File: config.mk
export PLATFORM = sky130hd
export DESIGN_NAME = asxsc_host
export DESIGN_NICKNAME = d
export VERILOG_FILES = /design/src/asxsc_pkg.sv /design/src/asxsc_sync.sv /design/src/asxsc_host.sv
export SDC_FILE = /design/constraint.sdc
export NUM_CORES = 1
export LEC_CHECK = 0
export ABC_AREA = 0
export ABC_CLOCK_PERIOD_IN_PS = 2300
export BUFFER_PORTS_ARGS = -buffer_cell sky130_fd_sc_hd__buf_2
export CORE_UTILIZATION = 33
export CTS_BUF_LIST = sky130_fd_sc_hd__clkbuf_8
export DETAILED_ROUTE_END_ITERATION = 6
export PLACE_DENSITY = 0.55
export SLEW_MARGIN = 20
export SYNTH_ARGS = -nofsm -noshare
export SYNTH_HDL_FRONTEND = slang
export SYNTH_SLANG_ARGS = --single-unit
File: constraint.sdc
create_clock -name clock_in -period 2.3 [get_ports clock_in]
set_input_delay 0.23 -clock clock_in [delete_from_list [all_inputs] [get_ports clock_in]]
set_output_delay 0.23 -clock clock_in [all_outputs]
set_load 0.005 [all_outputs]
File: src/asxsc_pkg.sv
// asxsc_pkg: constants and types for the byte-strobe sram host controller.
// assumes one 100 MHz clock domain; the memory is asynchronous and clockless.
`default_nettype none
package asxsc_pkg;
  localparam int          DATA_W       = 32;
  localparam int          LANES        = 4;
  localparam int          ADDR_W       = 24;
  localparam int          CLK_PERIOD_NS = 10;
  localparam int          SETUP_NS     = 10;
  localparam int          ACCESS_NS    = 25;
  localparam int          HOLD_NS      = 10;
  localparam logic [3:0]  SETUP_CYC    = 4'((SETUP_NS + CLK_PERIOD_NS - 1) / CLK_PERIOD_NS);
  localparam logic [3:0]  ACCESS_CYC   = 4'((ACCESS_NS + CLK_PERIOD_NS - 1) / CLK_PERIOD_NS);
  localparam logic [3:0]  HOLD_CYC     = 4'((HOLD_NS + CLK_PERIOD_NS - 1) / CLK_PERIOD_NS);
  localparam logic [3:0]  LANES_IDLE   = 4'hF;
  localparam logic [31:0] DATA_RESET   = 32'h00000000;
  localparam logic        PROG_WIDTH_32 = 1'b0;
  typedef enum logic [3:0] {
    ASXSC_IDLE   = 4'b0001,
    ASXSC_SETUP  = 4'b0010,
    ASXSC_ACCESS = 4'b0100,
    ASXSC_HOLD   = 4'b1000
  } asxsc_state_t;
endpackage
`default_nettype wire

File: src/asxsc_sync.sv
// asxsc_sync: two-flop synchroniser for a bus of pin inputs.
// assumes the inputs are asynchronous to clock_in.
`default_nettype none
module asxsc_sync #(
  parameter int W = 32
) (
  input  wire logic         clock_in,
  input  wire logic         rst_b_in,
  input  wire logic [W-1:0] async_in,
  output logic      [W-1:0] sync_out
);
  typedef struct packed {
    logic [W-1:0] first;
    logic [W-1:0] second;
  } asxsc_sync_t;
  asxsc_sync_t st;
  asxsc_sync_t next_st;
  always_comb begin
    next_st.first  = async_in;
    next_st.second = st.first;
  end
  always_ff @(posedge clock_in or negedge rst_b_in) begin
    if (!rst_b_in) begin
      st <= '0;
    end else begin
      st <= next_st;
    end
  end
  assign sync_out = st.second;
endmodule
`default_nettype wire

File: src/asxsc_host.sv
// asxsc_host: processor-side controller driving a 32-bit async sram through
// four byte strobes and one read/write line.
// assumes a user request port on clock_in; memory pins are resolved by the bench.
`default_nettype none
module asxsc_host
  import asxsc_pkg::*;
#(
  parameter logic [3:0] SETUP = asxsc_pkg::SETUP_CYC,
  parameter logic [3:0] ACCESS = asxsc_pkg::ACCESS_CYC,
  parameter logic [3:0] HOLD = asxsc_pkg::HOLD_CYC,
  parameter bit         STANDBY_ON_STROBE = 1'b1
) (
  input  wire logic                       clock_in,
  input  wire logic                       rst_b_in,
  input  wire logic                       req_valid_in,
  input  wire logic                       req_write_in,
  input  wire logic [asxsc_pkg::ADDR_W-1:0] req_addr_in,
  input  wire logic [asxsc_pkg::DATA_W-1:0] req_wdata_in,
  input  wire logic [asxsc_pkg::LANES-1:0]  req_lanes_in,
  output logic                            req_ready_out,
  output logic                            rsp_valid_out,
  output logic [asxsc_pkg::DATA_W-1:0]    rsp_rdata_out,
  output logic [asxsc_pkg::ADDR_W-1:0]    mem_addr_out,
  output logic [asxsc_pkg::LANES-1:0]     lane_selects_n_out,
  output logic                            low_word_enable_n_out,
  output logic                            high_word_enable_n_out,
  output logic                            write_enable_n_out,
  output logic                            output_enable_n_out,
  output logic                            program_width_select_out,
  output logic [asxsc_pkg::DATA_W-1:0]    processor_data_lines_out,
  output logic                            processor_data_lines_oe_out,
  input  wire logic [asxsc_pkg::DATA_W-1:0] memory_data_lines_in
);
  import asxsc_pkg::*;

  typedef struct packed {
    asxsc_state_t          state;
    logic [3:0]            count;
    logic                  write;
    logic [ADDR_W-1:0]     addr;
    logic [DATA_W-1:0]     wdata;
    logic [LANES-1:0]      strobes_n;
    logic                  rw;
    logic                  drive;
    logic                  ready;
    logic                  rsp_valid;
    logic [DATA_W-1:0]     rdata;
    logic                  low_en_n;
    logic                  high_en_n;
  } asxsc_host_t;

  asxsc_host_t st;
  asxsc_host_t next_st;
  logic [DATA_W-1:0] rd_sync;

  asxsc_sync #(.W(DATA_W)) u_rd_sync (
    .clock_in (clock_in),
    .rst_b_in (rst_b_in),
    .async_in (memory_data_lines_in),
    .sync_out (rd_sync)
  );

  always_comb begin
    next_st           = st;
    next_st.rsp_valid = 1'b0;
    case (st.state)
      ASXSC_IDLE: begin
        next_st.ready = 1'b1;
        if (req_valid_in && st.ready) begin
          next_st.ready = 1'b0;
          next_st.write = req_write_in;
          next_st.addr  = req_addr_in;
          next_st.wdata = req_wdata_in;
          next_st.rw    = !req_write_in;
          next_st.drive = req_write_in;
          next_st.count = SETUP;
          next_st.strobes_n = ~req_lanes_in;
          next_st.state = ASXSC_SETUP;
        end
      end
      ASXSC_SETUP: begin
        // strobes held inactive during setup; addr and rw settle first
        next_st.strobes_n = st.strobes_n;
        if (st.count <= 4'h1) begin
          next_st.count = ACCESS;
          next_st.state = ASXSC_ACCESS;
        end else begin
          next_st.count = st.count - 4'h1;
        end
      end
      ASXSC_ACCESS: begin
        if (st.count <= 4'h1) begin
          next_st.count     = HOLD;
          next_st.strobes_n = LANES_IDLE;
          next_st.state     = ASXSC_HOLD;
          if (!st.write) begin
            next_st.rdata     = rd_sync;
            next_st.rsp_valid = 1'b1;
          end
        end else begin
          next_st.count = st.count - 4'h1;
        end
      end
      ASXSC_HOLD: begin
        if (st.count <= 4'h1) begin
          next_st.drive = 1'b0;
          next_st.rw    = 1'b1;
          next_st.ready = 1'b1;
          next_st.state = ASXSC_IDLE;
          if (st.write) begin
            next_st.rsp_valid = 1'b1;
          end
        end else begin
          next_st.count = st.count - 4'h1;
        end
      end
      default: begin
        next_st.state = ASXSC_IDLE;
      end
    endcase
    // word enable active while either lane of its half is strobed, or grounded
    // a single strobe per half would lose partial writes to the other lane
    if (STANDBY_ON_STROBE) begin
      next_st.low_en_n  = (next_st.state == ASXSC_ACCESS) ? &next_st.strobes_n[1:0]
                                                          : 1'b1;
      next_st.high_en_n = (next_st.state == ASXSC_ACCESS) ? &next_st.strobes_n[3:2]
                                                          : 1'b1;
    end else begin
      next_st.low_en_n  = 1'b0;
      next_st.high_en_n = 1'b0;
    end
  end

  always_ff @(posedge clock_in or negedge rst_b_in) begin
    if (!rst_b_in) begin
      st           <= '0;
      st.state     <= ASXSC_IDLE;
      st.strobes_n <= LANES_IDLE;
      st.rw        <= 1'b1;
      st.low_en_n  <= 1'b1;
      st.high_en_n <= 1'b1;
      st.rdata     <= DATA_RESET;
    end else begin
      st <= next_st;
    end
  end

  // strobes only asserted in the access phase, one line per lane
  logic [LANES-1:0] lane_strobe_n;
  assign lane_strobe_n = st.strobes_n;

  always_ff @(posedge clock_in or negedge rst_b_in) begin
    if (!rst_b_in) begin
      lane_selects_n_out <= LANES_IDLE;
    end else begin
      lane_selects_n_out <= (next_st.state == ASXSC_ACCESS) ? next_st.strobes_n
                                                            : LANES_IDLE;
    end
  end

  assign req_ready_out               = st.ready;
  assign rsp_valid_out               = st.rsp_valid;
  assign rsp_rdata_out               = st.rdata;
  assign mem_addr_out                = st.addr;
  assign low_word_enable_n_out       = st.low_en_n;
  assign high_word_enable_n_out      = st.high_en_n;
  assign write_enable_n_out          = st.rw;
  assign output_enable_n_out         = 1'b0;
  assign program_width_select_out    = PROG_WIDTH_32;
  assign processor_data_lines_out    = st.wdata;
  assign processor_data_lines_oe_out = st.drive;
endmodule
`default_nettype wire

==> results of run 1 <==
## cells in the final DEF (no fill, tap or decap), types with 2 or more instances in the layout
master	n
ha_1	2
clkbuf_8	17
buf_4	5
conb_1	2
mux2_2	31
inv_1	10
nor2_1	4
nor2b_1	2
nor4b_1	2
nand2_1	180
dfrtp_1	163
nand3_1	2
mux2i_1	4
inv_8	4
o311ai_0	2
or2_2	2
o21ai_0	2
dlygate4sd3_1	94
nor3_1	5
a21oi_1	5
dfstp_2	12
clkinv_2	2
buf_2	192
bufinv_16	3
buf_12	3
inv_6	5
nand4_1	2
## through the flow
stage / instance area, um2 / cells / hold slack (ps)
after detailed placement: 7310 / 921 / 188
final: 8680 / 1048 / 223
after global placement: 7310 / 921 / 177
after global routing: 8680 / 1047 / 214
after CTS: 8680 / 1047 / 180
after floorplan: 6690 / 564 / -65.6
## worst paths after layout
path | from | end | depth (start not counted)
max | st[99]$_DFFE_PN0P_ | rsp_rdata_out[8]$_DFFE_PN0P_ | 7
min | req_valid_in | st[104]$_DFF_PN0_ | 3
max reg2reg | st[99]$_DFFE_PN0P_ | rsp_rdata_out[8]$_DFFE_PN0P_ | 7
min reg2reg | u_rd_sync.next_st[2]$_DFF_PN0_ | u_rd_sync.sync_out[2]$_DFF_PN0_ | 0
max in group asynchronous | rst_b_in | mem_addr_out[23]$_DFFE_PN0P_ | 3
min in group asynchronous | rst_b_in | u_rd_sync.next_st[25]$_DFF_PN0_ | 2
## worst max-delay path: cells and delay by family, from the launching register on
kind	cells	cell delay [ps]
buffers and inverters	2	400
flip-flops	1	400
multiplexers	1	370
AND/OR/NAND/NOR	3	560
adder cells (fa/ha/maj)	1	200
## layer usage
metal / wire length (um) / global-route usage, % / share of wire [%] / up-vias
met3: 629 / 4.04 / 4.4 / 28
met2: 7640 / 24.7 / 54 / 117
met5: 0 / 0 / 0 / -
li1: - / - / - / 2112
met4: 408 / 6.81 / 2.9 / 0
met1: 5550 / 15.4 / 39 / 2203
## cells by family after synthesis
group | after synthesis | share of synthesized area (%)
other | 1 | 0.0561
AOI/OAI and AO/OA | 23 | 2.69
xor gates and xnor gates | 1 | 0.131
muxes | 36 | 5.99
DFF | 175 | 65.7
buffers and inverters | 119 | 12.3
and+or+nand+nor | 206 | 12.7
adders and majority gates | 2 | 0.374
## registers in the layout (all words and copies together) (netlist names), 4 cells and up
name                      cells
processor_data_lines_out     32
mem_addr_out                 24
u_rd_sync.next_st            32
lane_strobe_n                 4
rsp_rdata_out                32
lane_selects_n_out            4
u_rd_sync.sync_out           32
st                            9
## timing repair
action	4_1_cts	5_1_grt
gates resized for setup	0	0
hold buffers	94	0
hold endpoints to repair	135	0
## power by group through the flow
stage | clock (uW) | sequential (uW) | combinational [uW]
floorplan | 0 | 4440 | 2510
global placement | 0 | 4540 | 2680
detailed placement | 0 | 4570 | 2780
CTS | 2420 | 4510 | 2910
global route | 2530 | 4620 | 3230
finish | 2310 | 4510 | 2860
## cell type report
| class | instances | area share, % |
|---|---|---|
| Clock inverter | 15 | 2.28 |
| Clock buffer | 17 | 2.69 |
| Antenna cell | 1 | 0.0288 |
| Timing Repair Buffer | 295 | 23.2 |
| Tap cell | 265 | 3.82 |
| Sequential cell | 175 | 50.6 |
| Multi-Input combinational cell | 270 | 17.0 |
| Inverter | 10 | 0.432 |
==> impl_metrics.env, run 1 <==
export IMPL_switchingPower_uw=3170
export IMPL_netlist_instances=563
export IMPL_grt_overflow=0
export IMPL_finalSetupTns_ps=0
export IMPL_grt_total_usage_pct=14.0
export IMPL_post_cts_setup_buffers=0
export IMPL_ys_top_cells_by_area="dfrtp_1, buf_4, nand2_1, mux2_2, dfstp_2"
export IMPL_yosysSeqAreaShare_pct=65.7
export IMPL_clockBufferDepth=2
export IMPL_dr_total_vias=4460
export IMPL_pre_cts_ws_ps=252
export IMPL_die_x_um=144
export IMPL_cts_htree_levels=4
export IMPL_ys_dominant_reg_cell="dfrtp_1"
export IMPL_cp_slowest_cell="dfrtp_1"
export IMPL_area_sequential_um2=4390
export IMPL_cp_start_kind="flop"
export IMPL_syn_area_per_cell_um2=11.9
export IMPL_die_y_um=144
export IMPL_skew_ps=12.3
export IMPL_worstSetupPathType="flop to flop"
export IMPL_worst_slack_ps=248
export IMPL_start_util_pct=34.0
export IMPL_cts_tree="done"
export IMPL_rsz0062_at_grt="false"
export IMPL_synth_edf_count=0
export IMPL_finalSetupViolCount=0
export IMPL_wire_per_inst_um=13.6
export IMPL_std_cell_rows=51
export IMPL_tightest_slew_ps=562
export IMPL_combPwrFrac_pct=29.5
export IMPL_relSlewSlack_pct=62.0
export IMPL_p_leak_uw=0.00447
export IMPL_fin_crit_ps=2050
export IMPL_antenna_left=0
export IMPL_seqPwrFrac_pct=46.6
export IMPL_finalCritPeriodShare_pct=89.2
export IMPL_slew_viol_final=0
export IMPL_synth_largest_area_cell="dfrtp_1"
export IMPL_maxCapViolCount=0
export IMPL_multi_input_area_um2=1470
export IMPL_grt_pass1_wl_mm=22.0
export IMPL_hp_class="primary input to flop"
export IMPL_max_stage_delay_ps=400
export IMPL_drc=0
export IMPL_end_kind="flop"
export IMPL_pwr_share_clk_pct=23.9
export IMPL_core_area_um2=19700
export IMPL_cts_root_buf="clkbuf_8"
export IMPL_crit_path_cell_trace="inv_1, ha_1, or2_2, nand4_2, nor2_4, buf_4, mux2_2"
export IMPL_synth_distinct_cells=45
export IMPL_yosys_warnings=0
export IMPL_vias_per_cell=4.26
export IMPL_status="completed"
export IMPL_drive_gt1_share_pct=36.6
export IMPL_hold_violations=0
export IMPL_grt_antenna_before_repair=1
export IMPL_ys_async_sr_fraction_pct=100
export IMPL_r2r_slack_ps=250
export IMPL_first_global_vias=4575
export IMPL_die_area_um2=20800
export IMPL_worstPathArrival_ps=2390
export IMPL_synthTopCellsByCount="nand2_1, dfrtp_1, buf_4"
export IMPL_fmax_ghz=0.487
export IMPL_io_buffers=193
export IMPL_clock_latency_ps=450
export IMPL_worstPathRequired_ps=2630
export IMPL_p_int_uw=6500
export IMPL_ys_seq_elements=175
export IMPL_total_power_uw=9670
export IMPL_p_per_area_nw_per_um2=1110
export IMPL_cts_made_buffers=17
export IMPL_fin_util_pct=44.2
export IMPL_cts_sinks=175
export IMPL_crit_path_max_fanout=20
export IMPL_grt_max_degree=78
export IMPL_yosysMostFrequentCell="nand2_1"
export IMPL_dp_hpwl_mm=9.42
export IMPL_dr_pass1_iters=4
export IMPL_clkSlewWorstSetupHoldPaths_ps=90
export IMPL_syn2layout_area_growth_pct=29.8
export IMPL_ir_drop_v=0.000418
export IMPL_drt_iter0_drc=132
export IMPL_io_pin_count=196
export IMPL_swShare_pct=32.8
export IMPL_gp_congestion=0.777
export IMPL_routed_wl_mm=14.2
export IMPL_syn_cell_area_um2=6690
export IMPL_yosysTopAreaCellShare_pct=61.0
export IMPL_num_fill_cells=1858
export IMPL_nNetsFinal=867
(Power assumes the default switching activity.)
==> run 2, diff against run 1 <==
--- a/config.mk
+++ b/config.mk
@@ -6,7 +6,7 @@
 export NUM_CORES = 1
 export LEC_CHECK = 0
 export ABC_AREA = 0
-export ABC_CLOCK_PERIOD_IN_PS = 2300
+export ABC_CLOCK_PERIOD_IN_PS = 2400
 export BUFFER_PORTS_ARGS = -buffer_cell sky130_fd_sc_hd__buf_2
 export CORE_UTILIZATION = 33
 export CTS_BUF_LIST = sky130_fd_sc_hd__clkbuf_8
==> constraint.sdc (replaced) <==
create_clock -name clock_in -period 2.4 [get_ports clock_in]
set_input_delay 0.24 -clock clock_in [delete_from_list [all_inputs] [get_ports clock_in]]
set_output_delay 0.24 -clock clock_in [all_outputs]
set_load 0.005 [all_outputs]
==> run 2 against run 1 <==
Critical path depth fell by 2; cell area fell by 0.35%; die area did not move; routed wire length rose by 3.7%; non-clock buffer count fell by 2; critical path type unchanged; critical endpoint is now rsp_rdata_out[5]$_DFFE_PN0P_; largest power group unchanged.
==> impl_metrics.env, run 2 (same netlist as run 1, synthesis figures left out) <==
export IMPL_status="completed"
export IMPL_die_y_um=144
export IMPL_holdPathStages=2
export IMPL_worstPathRequired_ps=2740
export IMPL_finalCritPeriodShare_pct=85.2
export IMPL_final_cell_mix="buf_2, nand2_1, dfrtp_1, dlygate4sd3_1, mux2_2"
export IMPL_cts_root_buf="clkbuf_8"
export IMPL_routed_wl_met2_mm=7.83
export IMPL_end_kind="flop"
export IMPL_tightest_slew_ps=645
export IMPL_holdCritStartpoint="req_lanes_in[3]"
export IMPL_io_buffers=193
export IMPL_routed_wl_mm=14.8
export IMPL_layout_commonest_cell="buf_2"
export IMPL_hold_violations=0
export IMPL_cp_start_kind="flop"
export IMPL_rsz0062_at_grt="false"
export IMPL_dp_hpwl_mm=9.68
export IMPL_cts_sinks=175
export IMPL_syn2layout_area_growth_pct=29.4
export IMPL_ir_drop_v=0.000335
export IMPL_worst_slack_ps=355
export IMPL_worstPathArrival_ps=2380
export IMPL_grt_max_degree=78
export IMPL_drc=0
export IMPL_worstSetupPathType="flop to flop"
export IMPL_max_stage_delay_ps=440
export IMPL_grt_antenna_before_repair=1
export IMPL_reg2reg_from="st[102]$_DFFE_PN0P_"
export IMPL_cts_made_buffers=17
export IMPL_maxCapViolCount=0
export IMPL_std_cell_rows=51
export IMPL_pre_cts_ws_ps=352
export IMPL_p_leak_uw=0.00445
export IMPL_relSlewSlack_pct=56.4
export IMPL_top_layer="met4"
export IMPL_vias_per_cell=4.26
export IMPL_clkSlewWorstSetupHoldPaths_ps=90
export IMPL_grt_pass1_wl_mm=22.9
export IMPL_die_x_um=144
export IMPL_dr_total_vias=4464
export IMPL_io_pin_count=196
export IMPL_hold_end="high_word_enable_n_out$_DFF_PN1_"
export IMPL_start_util_pct=34.0
export IMPL_wire_per_inst_um=14.1
export IMPL_slew_viol_final=0
export IMPL_crit_path_cell_trace="nor2_1, nand4_2, nor2_4, buf_4, mux2_2"
export IMPL_timing_rr_end="rsp_rdata_out[5]$_DFFE_PN0P_"
export IMPL_drt_iter0_drc=140
export IMPL_drive_gt1_share_pct=36.5
export IMPL_cts_htree_levels=4
export IMPL_clock_latency_ps=460
export IMPL_p_per_area_nw_per_um2=1070
export IMPL_crit_path_max_fanout=20
export IMPL_cts_tree="done"
export IMPL_clockBufferDepth=2
export IMPL_die_area_um2=20800
export IMPL_nNetsFinal=865
export IMPL_grt_total_usage_pct=14.7
export IMPL_gp_congestion=0.785
export IMPL_hp_class="primary input to flop"
export IMPL_skew_ps=16.5
export IMPL_wl_met3_um=659
export IMPL_cp_slowest_cell="dfrtp_1"
export IMPL_core_area_um2=19700
export IMPL_first_global_vias=4633
export IMPL_finalSetupTns_ps=0
export IMPL_finalSetupViolCount=0
export IMPL_dr_pass1_iters=4
export IMPL_rr_worst_depth=5
export IMPL_wl_met1_mm=5.79
export IMPL_fmax_ghz=0.489
export IMPL_grt_overflow=0
export IMPL_antenna_left=0
export IMPL_fin_crit_ps=2040
export IMPL_total_power_uw=9220
export IMPL_post_cts_setup_buffers=0
export IMPL_r2r_slack_ps=360
[run 2: changes by cell type in the layout (fill, tap and decap cells not counted)]
cell           previous run  this run
bufinv_16                 3         2
dlygate4sd3_1            94        93
clkinvlp_4                0         2
buf_4                     5         4
diode_2                   1         2
clkbuf_8                 17        18
clkinv_2                  2         1
clkinv_4                  1         0
[run 2: worst max-delay path, delay by kind of cell (launching register included)]
family | cells | cell delay [ps]
flip-flops | 1 | 440
buffers and inverters | 1 | 300
AND/OR/NAND/NOR | 3 | 810
multiplexers | 1 | 370
[run 2: final cells by class]
class                           instances  area (um2)
Timing Repair Buffer                  293        1990
Clock inverter                         14         169
Multi-Input combinational cell        270        1470
Antenna cell                            2        5.00
Sequential cell                       175        4390
Inverter                               10        37.5
Clock buffer                           18         248
Tap cell                              265         332
Fill cell                            1828       11000
[run 2: metal layers]
| layer | vias up | GRT usage (%) |
|---|---|---|
| li1 | 2102 | - |
| met1 | 2195 | 16.3 |
| met2 | 133 | 24.8 |
| met3 | 34 | 4.30 |
| met4 | 0 | 8.81 |
| met5 | - | 0 |
[run 2: timing repair]
item / 4_1_cts / 5_1_grt
hold endpoints to repair: 133 / 0
hold buffers: 93 / 0
gates resized for setup: 0 / 0
[run 2: power breakdown]
part	total [uW]	leakage [uW]	internal, uW	switching (uW)
clock	2140	0.000209	996	1150
combinational	2740	0.00209	1280	1450
sequential	4340	0.00214	3860	475
total	9220	0.00445	6140	3080
[run 2: through the flow]
stage	util [%]	std cells	cell area [um2]	hold slack, ps
4_1_cts	44.0	1045	8650	1.14
6_report	44.0	1047	8650	56.0
3_5_place_dp	37.1	920	7300	194
3_3_place_gp	37.1	920	7300	186
5_1_grt	44.0	1045	8650	29.6
2_1_floorplan	-	564	6690	-55.6
[run 2: how the worst max path moves through the flow]
stage | startpoint | to | slack, ps | cells past startpoint
3_3_place_gp | st[99]$_DFFE_PN0P_ | rsp_rdata_out[2]$_DFFE_PN0P_ | 440 | 7
2_1_floorplan | st[99]$_DFFE_PN0P_ | rsp_rdata_out[10]$_DFFE_PN0P_ | 480 | 8
4_1_cts | st[99]$_DFFE_PN0P_ | rsp_rdata_out[21]$_DFFE_PN0P_ | 340 | 7
5_1_grt | st[102]$_DFFE_PN0P_ | rsp_rdata_out[4]$_DFFE_PN0P_ | 180 | 5
6_report | st[102]$_DFFE_PN0P_ | rsp_rdata_out[5]$_DFFE_PN0P_ | 360 | 5
3_5_place_dp | st[99]$_DFFE_PN0P_ | rsp_rdata_out[21]$_DFFE_PN0P_ | 350 | 7
==> run 3, diff against run 2 <==
--- a/config.mk
+++ b/config.mk
@@ -12,6 +12,7 @@
 export CTS_BUF_LIST = sky130_fd_sc_hd__clkbuf_8
 export DETAILED_ROUTE_END_ITERATION = 6
 export PLACE_DENSITY = 0.55
+export REMOVE_ABC_BUFFERS = 1
 export SLEW_MARGIN = 20
 export SYNTH_ARGS = -nofsm -noshare
 export SYNTH_HDL_FRONTEND = slang
==> run 3 against run 2 <==
Sequential share of layout area increased by 0.19 points; utilization decreased by 0.17 points; flip-flop and latch count unchanged; clock skew decreased by 1.5 ps; combinational power decreased by 1%; largest cell class unchanged.
==> impl_metrics.env, run 3 (same netlist as run 1, synthesis figures left out) <==
export IMPL_rsz0062_at_grt="false"
export IMPL_pwr_share_clk_pct=21.8
export IMPL_grt_pass1_wl_mm=23.0
export IMPL_finalCritPeriodShare_pct=86.4
export IMPL_dr_total_vias=4486
export IMPL_gp_congestion=0.765
export IMPL_grt_antenna_before_repair=0
export IMPL_end_kind="flop"
export IMPL_switchingPower_uw=3020
export IMPL_holdPathStages=3
export IMPL_cp_start_kind="flop"
export IMPL_syn2layout_area_growth_pct=28.9
export IMPL_worstPathRequired_ps=2780
export IMPL_clkSlewWorstSetupHoldPaths_ps=100
export IMPL_maxCapViolCount=0
export IMPL_finalSetupViolCount=0
export IMPL_n_antenna_cell=0
export IMPL_drc=0
export IMPL_reg2reg_from="st[103]$_DFF_PN1_"
export IMPL_worstSetupPathType="flop to flop"
export IMPL_tightest_slew_ps=673
export IMPL_skew_ps=15.0
export IMPL_timing_rr_end="processor_data_lines_out[24]$_DFFE_PN0P_"
export IMPL_nNetsFinal=868
export IMPL_die_y_um=144
export IMPL_clockBufferDepth=2
export IMPL_die_x_um=144
export IMPL_p_per_area_nw_per_um2=1050
export IMPL_ir_drop_v=0.000534
export IMPL_io_pin_count=196
export IMPL_swShare_pct=33.4
export IMPL_final_cell_mix="buf_2, nand2_1, dfrtp_1, dlygate4sd3_1, mux2_2"
export IMPL_cts_sinks=175
export IMPL_dr_pass1_iters=4
export IMPL_layout_commonest_cell="buf_2"
export IMPL_cts_root_buf="clkbuf_8"
export IMPL_status="completed"
export IMPL_die_area_um2=20800
export IMPL_relSlewSlack_pct=54.5
export IMPL_cts_htree_levels=4
export IMPL_first_global_vias=4668
export IMPL_worstPathArrival_ps=2450
export IMPL_num_fill_cells=1861
export IMPL_grt_max_degree=59
export IMPL_combPwrFrac_pct=29.9
export IMPL_fin_util_pct=43.9
export IMPL_drt_iter0_drc=163
export IMPL_grt_overflow=0
export IMPL_std_cell_rows=51
export IMPL_hp_class="primary input to flop"
export IMPL_cts_tree="done"
export IMPL_start_util_pct=34.0
export IMPL_holdCritStartpoint="req_valid_in"
export IMPL_total_power_uw=9030
export IMPL_core_area_um2=19700
export IMPL_clock_latency_ps=450
export IMPL_drive_gt1_share_pct=36.4
export IMPL_rr_worst_depth=5
export IMPL_hold_end="st[104]$_DFF_PN0_"
export IMPL_dp_hpwl_mm=9.36
export IMPL_slew_viol_final=0
export IMPL_io_buffers=193
export IMPL_grt_total_usage_pct=14.4
export IMPL_cts_made_buffers=17
export IMPL_r2r_slack_ps=330
export IMPL_wire_per_inst_um=13.9
export IMPL_routed_wl_mm=14.6
export IMPL_vias_per_cell=4.28
export IMPL_p_int_uw=6010
export IMPL_fin_crit_ps=2070
export IMPL_hold_violations=0
export IMPL_seqPwrFrac_pct=48.3
export IMPL_fmax_ghz=0.482
export IMPL_p_leak_uw=0.00444
export IMPL_antenna_left=0
export IMPL_crit_path_max_fanout=23
-- run 3: cell types whose count changed in the layout (fill, tap and decap cells not counted), moves of 2 or more --
cell,previous run,this run
diode_2,2,0
inv_6,5,3
clkinv_4,0,2
buf_4,4,7
-- run 3: power by group through the flow --
stage               clock, uW  sequential, uW  combinational (uW)
floorplan                   0            4410                1260
global placement            0            4370                2530
detailed placement          0            4400                2610
CTS                      2060            4370                2720
global route             2180            4480                3090
finish                   1960            4360                2700
-- run 3: worst max-delay path by stage --
stage                        start                                  endpoint  cells past startpoint
3_3_place_gp   st[102]$_DFFE_PN0P_             rsp_rdata_out[15]$_DFFE_PN0P_                      5
3_5_place_dp   st[102]$_DFFE_PN0P_             rsp_rdata_out[15]$_DFFE_PN0P_                      5
4_1_cts        st[102]$_DFFE_PN0P_             rsp_rdata_out[15]$_DFFE_PN0P_                      5
2_1_floorplan    st[103]$_DFF_PN1_                       st[102]$_DFFE_PN0P_                      4
6_report         st[103]$_DFF_PN1_  processor_data_lines_out[24]$_DFFE_PN0P_                      5
5_1_grt          st[103]$_DFF_PN1_  processor_data_lines_out[24]$_DFFE_PN0P_                      5
-- run 3: area by class of cell --
cell class	instances	area, um2	area share, %
Clock buffer	18	248	2.87
Clock inverter	13	129	1.50
Inverter	10	37.5	0.435
Multi-Input combinational cell	270	1470	17.1
Sequential cell	175	4390	51.0
Tap cell	265	332	3.85
Timing Repair Buffer	296	2010	23.3
-- run 3: per-stage QoR --
stage                     hold slack (ps)  setup slack (ps)  area, um2  setup TNS (ps)  cells
after global routing                  147               161       8620               0   1047
after CTS                             123               352       8620               0   1047
after global placement                160               422       7300               0    922
after detailed placement              172               357       7300               0    922
after floorplan                     -55.6              -721       5900          -15570    455
final                                 181               326       8620               0   1047
-- run 3: worst max-delay path: stages, from the launching register on --
cell and delay, ps:
dfstp_2 600, nor2b_1 260, and4_2 620, buf_4 350
nand2_1 100, nand2_1 70
-- run 3: repair_timing --
item / 4_1_cts / 5_1_grt
hold endpoints to repair: 128 / 0
gates resized for setup: 0 / 0
setup buffers: 0 / 0
hold buffers: 94 / 0
-- run 3: routing by layer --
layer | vias up | global-route usage, % | wire length, um | part of all wire, %
met1 | 2166 | 17.8 | 6320 | 43
met3 | 21 | 5.63 | 1140 | 7.8
met4 | 0 | 5.26 | 240 | 1.6
li1 | 2108 | - | - | -
met2 | 191 | 22.6 | 6860 | 47
met5 | - | 0 | 0 | 0
